## src/otxc_pkg.sv

```systemverilog
package otxc_pkg;
  // register offsets (byte addresses on the plain port)
  localparam logic [7:0] OTXC_TRIM_FIRST_OFS   = 8'h24;
  localparam logic [7:0] OTXC_STORE_3686L_OFS  = 8'h29;
  localparam logic [7:0] OTXC_STORE_3686H_OFS  = 8'h2a;
  localparam logic [7:0] OTXC_STORE_32ML_OFS   = 8'h2b;
  localparam logic [7:0] OTXC_STORE_32MH_OFS   = 8'h2c;
  localparam logic [7:0] OTXC_TRIM_SECOND_OFS  = 8'h2f;
  localparam logic [7:0] OTXC_PROTECT_OFS      = 8'h0a;
  localparam logic [7:0] OTXC_CTRL_OFS         = 8'h30;
  localparam logic [7:0] OTXC_STATUS_OFS       = 8'h31;
  // bit positions in the control and protect registers
  localparam int OTXC_CTRL_FASTEN_BIT  = 0;
  localparam int OTXC_CTRL_PINFN_BIT   = 1;
  localparam int OTXC_CTRL_STOP_BIT    = 2;
  localparam int OTXC_CTRL_SRCSEL_BIT  = 3;
  localparam int OTXC_CTRL_FBDIS_BIT   = 4;
  localparam int OTXC_PROT_UNLOCK_BIT  = 0;
  // reset values
  localparam logic [7:0] OTXC_TRIM_RESET  = 8'h80;
  localparam logic [7:0] OTXC_CTRL_RESET  = 8'h0c;
  // factory bytes, arbitrary values fixed at build time
  localparam logic [7:0] OTXC_FACT_3686L = 8'h5a;
  localparam logic [7:0] OTXC_FACT_3686H = 8'h3c;
  localparam logic [7:0] OTXC_FACT_32ML  = 8'ha5;
  localparam logic [7:0] OTXC_FACT_32MH  = 8'hc3;

  typedef struct packed {
    logic [7:0] addr;
    logic [7:0] wdata;
    logic       wr;
    logic       rd;
  } otxc_bus_t;

  typedef struct packed {
    logic       fastOscOn;
    logic [7:0] trimFirst;
    logic [7:0] trimSecond;
    logic       mainOscRun;
    logic       mainClkSel;
    logic       feedbackResOn;
  } otxc_clk_t;

  typedef struct packed {
    logic [7:0] trimFirst;
    logic [7:0] trimSecond;
    logic       unlock;
    logic       fastEn;
    logic       pinFn;
    logic       stopBit;
    logic       srcSel;
    logic       fbDis;
    logic       stopMode;
    logic [1:0] stopModeSync;
    logic [7:0] rdata;
    otxc_clk_t  clk;
  } otxc_state_t;
endpackage

```

## src/otxc_osc_trim_and_xin_clock_ctrl.sv

```systemverilog
// Behaviour
// read-only factory byte for 36.864 MHz, first trim target.
// second read-only factory byte for 36.864 MHz, second trim target.
// read-only factory bytes for 32 MHz, first and second trim targets.
// reset trim values give nominal 40 MHz fast oscillator.
// copying 36.864 bytes into both trims retunes the oscillator.
// copying 32 MHz bytes into both trims retunes the oscillator.
// software unlocks protect bit before writing second trim.
// software rewrites second trim only while fast oscillator off.
// main crystal clock stays stopped through and after reset.
// pin function set, then stop bit cleared starts crystal.
// source select zero routes crystal clock to cpu path.
// stop bit set halts crystal while internal clock selected.
// external clock on output pin is not stopped by stop bit.
// stop mode halts all clocks and drops feedback resistor.
// feedback disable bit set removes internal feedback resistor.
// software unlocks and stops fast oscillator before first trim write.
// four consecutive read-only factory correction bytes.
// trim writes ignored while protect bit is zero.
module otxc_osc_trim_and_xin_clock_ctrl
  import otxc_pkg::*;
(
  // clock and reset
  input  wire logic                core_clk,
  input  wire logic                rstn,
  // register port
  input  wire otxc_pkg::otxc_bus_t busIn,
  output logic [7:0]               busRdata,
  // power mode pin, asynchronous
  input  wire logic                stopModeReq,
  // oscillator controls
  output otxc_pkg::otxc_clk_t      clkCtrl
);
  import otxc_pkg::*;

  otxc_state_t stateReg;
  otxc_state_t stateNext;
  logic        trimWrOk;
  logic [7:0]  ctrlRead;

  // trim writes need the unlock bit
  assign trimWrOk = stateReg.unlock;

  // control register image, reserved bits read zero
  always_comb begin
    ctrlRead                       = 8'h00;
    ctrlRead[OTXC_CTRL_FASTEN_BIT] = stateReg.fastEn;
    ctrlRead[OTXC_CTRL_PINFN_BIT]  = stateReg.pinFn;
    ctrlRead[OTXC_CTRL_STOP_BIT]   = stateReg.stopBit;
    ctrlRead[OTXC_CTRL_SRCSEL_BIT] = stateReg.srcSel;
    ctrlRead[OTXC_CTRL_FBDIS_BIT]  = stateReg.fbDis;
  end

  // next-state logic
  always_comb begin
    stateNext              = stateReg;
    stateNext.stopModeSync = {stateReg.stopModeSync[0], stopModeReq};
    stateNext.stopMode     = stateReg.stopModeSync[1];
    stateNext.rdata        = 8'h00;
    // register writes
    if (busIn.wr) begin
      unique case (busIn.addr)
        OTXC_PROTECT_OFS: begin
          stateNext.unlock = busIn.wdata[OTXC_PROT_UNLOCK_BIT];
        end
        OTXC_TRIM_FIRST_OFS: begin
          // oscillator-off condition is software's duty, not enforced
          if (trimWrOk) begin
            stateNext.trimFirst = busIn.wdata;
          end
        end
        OTXC_TRIM_SECOND_OFS: begin
          if (trimWrOk) begin
            stateNext.trimSecond = busIn.wdata;
          end
        end
        OTXC_CTRL_OFS: begin
          stateNext.fastEn  = busIn.wdata[OTXC_CTRL_FASTEN_BIT];
          stateNext.pinFn   = busIn.wdata[OTXC_CTRL_PINFN_BIT];
          stateNext.stopBit = busIn.wdata[OTXC_CTRL_STOP_BIT];
          stateNext.srcSel  = busIn.wdata[OTXC_CTRL_SRCSEL_BIT];
          stateNext.fbDis   = busIn.wdata[OTXC_CTRL_FBDIS_BIT];
        end
        default: begin
        end
      endcase
    end
    // register reads, data one cycle later; unmapped reads zero
    if (busIn.rd) begin
      unique case (busIn.addr)
        OTXC_PROTECT_OFS:     stateNext.rdata = {7'h00, stateReg.unlock};
        OTXC_TRIM_FIRST_OFS:  stateNext.rdata = stateReg.trimFirst;
        OTXC_STORE_3686L_OFS: stateNext.rdata = OTXC_FACT_3686L;
        OTXC_STORE_3686H_OFS: stateNext.rdata = OTXC_FACT_3686H;
        OTXC_STORE_32ML_OFS:  stateNext.rdata = OTXC_FACT_32ML;
        OTXC_STORE_32MH_OFS:  stateNext.rdata = OTXC_FACT_32MH;
        OTXC_TRIM_SECOND_OFS: stateNext.rdata = stateReg.trimSecond;
        OTXC_CTRL_OFS:        stateNext.rdata = ctrlRead;
        OTXC_STATUS_OFS: begin
          stateNext.rdata = {5'h00, stateReg.stopMode,
                             stateReg.clk.mainClkSel, stateReg.clk.mainOscRun};
        end
        default:              stateNext.rdata = 8'h00;
      endcase
    end
    // oscillator outputs follow registers; stop mode overrides all but the trims
    stateNext.clk.trimFirst     = stateReg.trimFirst;
    stateNext.clk.trimSecond    = stateReg.trimSecond;
    stateNext.clk.fastOscOn     = stateReg.fastEn & ~stateReg.stopMode;
    // crystal runs only with pin function set and stop bit clear;
    // an external clock into the output pin is outside this control
    stateNext.clk.mainOscRun    = stateReg.pinFn & ~stateReg.stopBit
                                  & ~stateReg.stopMode;
    stateNext.clk.mainClkSel    = ~stateReg.srcSel & stateReg.pinFn
                                  & ~stateReg.stopMode;
    stateNext.clk.feedbackResOn = ~stateReg.fbDis & ~stateReg.stopMode;
  end

  // state register; crystal stopped from reset (stop bit set)
  always_ff @(posedge core_clk or negedge rstn) begin
    if (!rstn) begin
      stateReg                   <= '0;
      stateReg.trimFirst         <= OTXC_TRIM_RESET;
      stateReg.trimSecond        <= OTXC_TRIM_RESET;
      stateReg.stopBit           <= OTXC_CTRL_RESET[OTXC_CTRL_STOP_BIT];
      stateReg.srcSel            <= OTXC_CTRL_RESET[OTXC_CTRL_SRCSEL_BIT];
      stateReg.clk.trimFirst     <= OTXC_TRIM_RESET;
      stateReg.clk.trimSecond    <= OTXC_TRIM_RESET;
      stateReg.clk.feedbackResOn <= 1'b1;
    end else begin
      stateReg <= stateNext;
    end
  end

  assign busRdata = stateReg.rdata;
  assign clkCtrl  = stateReg.clk;
endmodule

```

## config.mk

```make
export PLATFORM = sky130hd
export DESIGN_NAME = otxc_osc_trim_and_xin_clock_ctrl
export DESIGN_NICKNAME = d
export VERILOG_FILES = /design/src/otxc_pkg.sv /design/src/otxc_osc_trim_and_xin_clock_ctrl.sv
export SDC_FILE = /design/constraint.sdc
export NUM_CORES = 1
export LEC_CHECK = 0
export ABC_AREA = 1
export BUFFER_PORTS_ARGS = -buffer_cell sky130_fd_sc_hd__buf_2
export CORE_UTILIZATION = 40
export DETAILED_ROUTE_END_ITERATION = 12
export PLACE_DENSITY_LB_ADDON = 0.08
export SLEW_MARGIN = 10
export SYNTH_ARGS = -nofsm -noshare
export SYNTH_HDL_FRONTEND = slang
export SYNTH_SLANG_ARGS = --single-unit
```

## constraint.sdc

```tcl
create_clock -name core_clk -period 1.4 [get_ports core_clk]
set_input_delay 0 -clock core_clk [delete_from_list [all_inputs] [get_ports core_clk]]
set_output_delay 0 -clock core_clk [all_outputs]
set_load 0.02 [all_outputs]
```

== After elaboration in Yosys (flattened, before gate mapping) ==
Index checks and enable logic that the tools add are counted.
Cells by class
  eq/ne operators: 9
  multiplexer cells: 2
  bitwise logic cells: 10
  reductions and logical operators: 4
Operators by type and width (number)
  $pmux 8 s9: 1
  $eq 8x6->1 const B: 8
  $eq 8x4->1 const B: 1
  $mux 8: 1
  $and 1x1->1: 6
  $reduce_and 3->1: 2
  $not 1->1: 4
  $reduce_and 2->1: 2
Storage, ports and cells
  flip-flop bits (word level): 53
  input port bits: 21
  output and inout port bits: 28
  logic and storage cells: 42

== Depth between registers and ports, before layout ==
  depth in word-level cells: 3
  mapped depth: 10
  depth with buffers taken out: 9

== Least setup slack after synthesis ==
No wires, ideal clock.
  path type: register -> register
  start: register stateReg, in the netlist trimWrOk
  end: register stateReg, in the netlist stateNext[11]
  setup time: 0.119 ns
  arrival: 0.916 ns
  required time: 1.281 ns
  path slack: 0.365 ns
  cell stages (with the launch flop): 5
  clock period less this slack: 1.035 ns
  cell sequence: dfrtp_1 > nand2_1 > nor2_8 > buf_6 > o21a_1
Between the ends
  cells in the longest elaborated chain, start to end: 1
RTL lines
  start, declared: line otxc_osc_trim_and_xin_clock_ctrl.sv:36  | otxc_state_t stateReg;
  start signal, assigned: line otxc_osc_trim_and_xin_clock_ctrl.sv:131  | stateReg <= stateNext;
  $reduce_and 3->1 (no source line)
No other way between the ends.
A chain may end at the register's enable or synchronous reset.

== Final worst setup path ==
  start: register stateReg, in the netlist trimWrOk
  end: register stateReg, in the netlist stateNext[7]
Same word-level chain as after synthesis.

==> flow_metrics.env <==
export IMPL_core_area_um2=5610
export IMPL_crit_path_max_incr_delay_ps=350
export IMPL_cts_buffers=5
export IMPL_ir_worst_vdd_v=0.000420
export IMPL_ys_seq_area_share_pct=56.3
export IMPL_synth_distinct_cells=24
export IMPL_synth_top_family_by_area="simple AND/OR/NAND/NOR gates"
export IMPL_r2r_cells=4
export IMPL_synthAdderAreaFrac_pct=0
export IMPL_static_leakage_power_nw=1.46
export IMPL_cp_start_kind="register"
export IMPL_cp_max_fo=16
export IMPL_slowest_stage="dfrtp_1"
export IMPL_n_fill_cell=575
export IMPL_syn_inst=243
export IMPL_arrival_ps=1240
export IMPL_pin_count=49
export IMPL_clkSinkCount=53
export IMPL_clock_latency_ps=300
export IMPL_grt_pass1_vias=1567
export IMPL_die_h_um=79.0
export IMPL_ctsHtreeMaxLevel=2
export IMPL_grt_antenna_before_repair=0
export IMPL_cts_max_path_buffers=2
export IMPL_multi_input_area_um2=691
export IMPL_antenna_cells=0
export IMPL_syn_area_per_cell_um2=9.76
export IMPL_synth_simple_gate_area_share_pct=20.9
export IMPL_endpoint_kind="register"
export IMPL_maxSlewHeadroom_pct=74.6
export IMPL_via_per_inst=4.48
export IMPL_cts_tree="built"
export IMPL_ant_nets=0
export IMPL_ys_ff_latch=53
export IMPL_fmax_ghz=0.952
export IMPL_hpwl_mm=3.38
export IMPL_clk_pin_slew_ps=90
export IMPL_post_route_min_period_ps=1050
export IMPL_dr_pass1_iters=4
export IMPL_fin_crit_sh_pct=75.0
export IMPL_grt_first_pass_wirelength_mm=7.52
export IMPL_critPathKind="reg -> reg"
export IMPL_final_util_pct=48.5
export IMPL_drc=0
export IMPL_power_density_nw_per_um2=1050
export IMPL_layout_drive_gt1_share_pct=31.4
export IMPL_finalMaxSlewViolations=0
export IMPL_status="finished, final reports clean"
export IMPL_cts_root_buffer="clkbuf_8"
export IMPL_gp_congestion=0.891
export IMPL_min_path_cells=3
export IMPL_synth_area_um2=2370
export IMPL_hold_viol_final=0
export IMPL_area_growth_pct=14.8
export IMPL_syn_nets=264
export IMPL_cp_cell_sequence="buf_4 -> nand3_4 -> nor2_1 -> a21oi_2"
export IMPL_setup_viol_count_final=0
export IMPL_finalWirelength_mm=4.43
export IMPL_overflow=0
export IMPL_die_area_um2=6240
export IMPL_start_util_pct=42.3
export IMPL_synth_mux_area_share_pct=0
export IMPL_drv_cap=0
export IMPL_regArea_um2=1340
export IMPL_num_nets_final=303
export IMPL_min_path_type="in -> reg"
export IMPL_port_buffers=48
export IMPL_synth_compound_area_share_pct=8.23
export IMPL_fin_setup_tns_ps=0
export IMPL_post_cts_buffers=0
export IMPL_synth_warnings=0
export IMPL_worst_ep_required_time_ps=1590
export IMPL_wl_per_cell_um=12.5
export IMPL_die_x_um=79.0
export IMPL_drt_initial_drc_count=39
export IMPL_via_count=1590
export IMPL_tightestPinTransition_ps=381
export IMPL_synth_xor_xnor_area_share_pct=0
export IMPL_fin_worst_skew_ps=4.65
export IMPL_grt_max_degree=32
export IMPL_grtUsageTotal_pct=15.9
export IMPL_rsz0062_at_grt="false"
export IMPL_rows=27
==> worst max-delay path: cells and delay by family (launching register included) <==
kind,cells,cell delay [ps]
AOI/OAI and AO/OA,1,40
buffers and inverters,1,130
DFF,1,350
and+or+nand+nor,2,420
==> state kept, by name, summed over array words and instances, names as in the netlist <==
register and cells:
clkCtrl 20, stateNext 18, busRdata 8, ctrlRead 5, stateReg 1, trimWrOk 1
==> layer usage <==
metal	vias to the layer above	routed length (µm)	GRT usage, %
li1	817	-	-
met1	734	2220	22.3
met2	34	1990	25.2
met3	5	177	3.22
met4	0	51	4.36
met5	-	0	0
==> power by group <==
part           total (W)  internal, W  leakage, nW  switching (W)
logic           0.000206    0.0000764        0.752       0.000129
registers        0.00158      0.00156        0.649      0.0000152
clock network    0.00107     0.000581       0.0574       0.000484
==> logic make-up after synthesis <==
| family | count (synthesis) |
|---|---|
| simple gates | 101 |
| flops | 53 |
| buf+inv | 59 |
| compound gates | 30 |
==> layout by cell type, fill, tap and decap left out, drive strengths merged, types with 6 or more instances in the layout <==
cell,Yosys,routed
a21oi,6,6
nor2,31,31
dfrtp,46,46
nand3,19,19
nand2,45,45
dfstp,7,7
o21ai,17,17
dlygate4sd3,0,11
inv,27,27
buf,31,52
clkbuf,0,6
==> through the flow <==
step / total power [W] / instance area (µm²) / std cells / setup WS (ps) / hold WS, ps
finish: 0.00285 / 2720 / 355 / 350 / 56.3
global route: 0.00299 / 2720 / 355 / 246 / 77.8
CTS: 0.00290 / 2720 / 355 / 342 / 57.7
detailed placement: 0.00180 / 2490 / 336 / 146 / 6.84
global placement: 0.00180 / 2490 / 336 / 151 / 8.79
floorplan: 0.00171 / 2370 / 243 / 365 / -296
==> what timing repair did <==
item,CTS,global route
setup endpoints to repair,0,0
resized for setup,0,0
hold buffers,11,0
endpoints found under the hold margin,64,0
==> Yosys cell counts (all sizes together) <==
master  number  area [µm²]
a21oi        6        41.3
buf         31         240
clkinv       1        5.00
dfrtp       46        1150
dfstp        7         184
inv         27         101
nand2       45         191
nand3       19         108
nand4        3        18.8
nor2        31         163
nor3         3        15.0
o21a         5        37.5
o21ai       17         104
o22ai        2        12.5
==> layout make-up <==
class / count / area share, %
clock buffers: 6 / 3.03
clock inverters: 2 / 1.38
inverters: 28 / 3.91
multi-input cells: 131 / 25.4
flip-flops and latches: 53 / 49.0
well taps: 72 / 3.31
repair buffers: 63 / 14.0
==> path summary, 6_finish.rpt <==
check                              start             to  slack, ps
setup / recovery                trimWrOk   stateNext[7]        350
hold / removal                  busIn[1]       trimWrOk         60
setup reg to reg                trimWrOk   stateNext[7]        350
hold reg to reg            stateNext[30]   stateReg[30]        350
max in group asynchronous           rstn  stateNext[18]        830
min in group asynchronous           rstn  stateNext[29]        200
(Power assumes the default switching activity.)
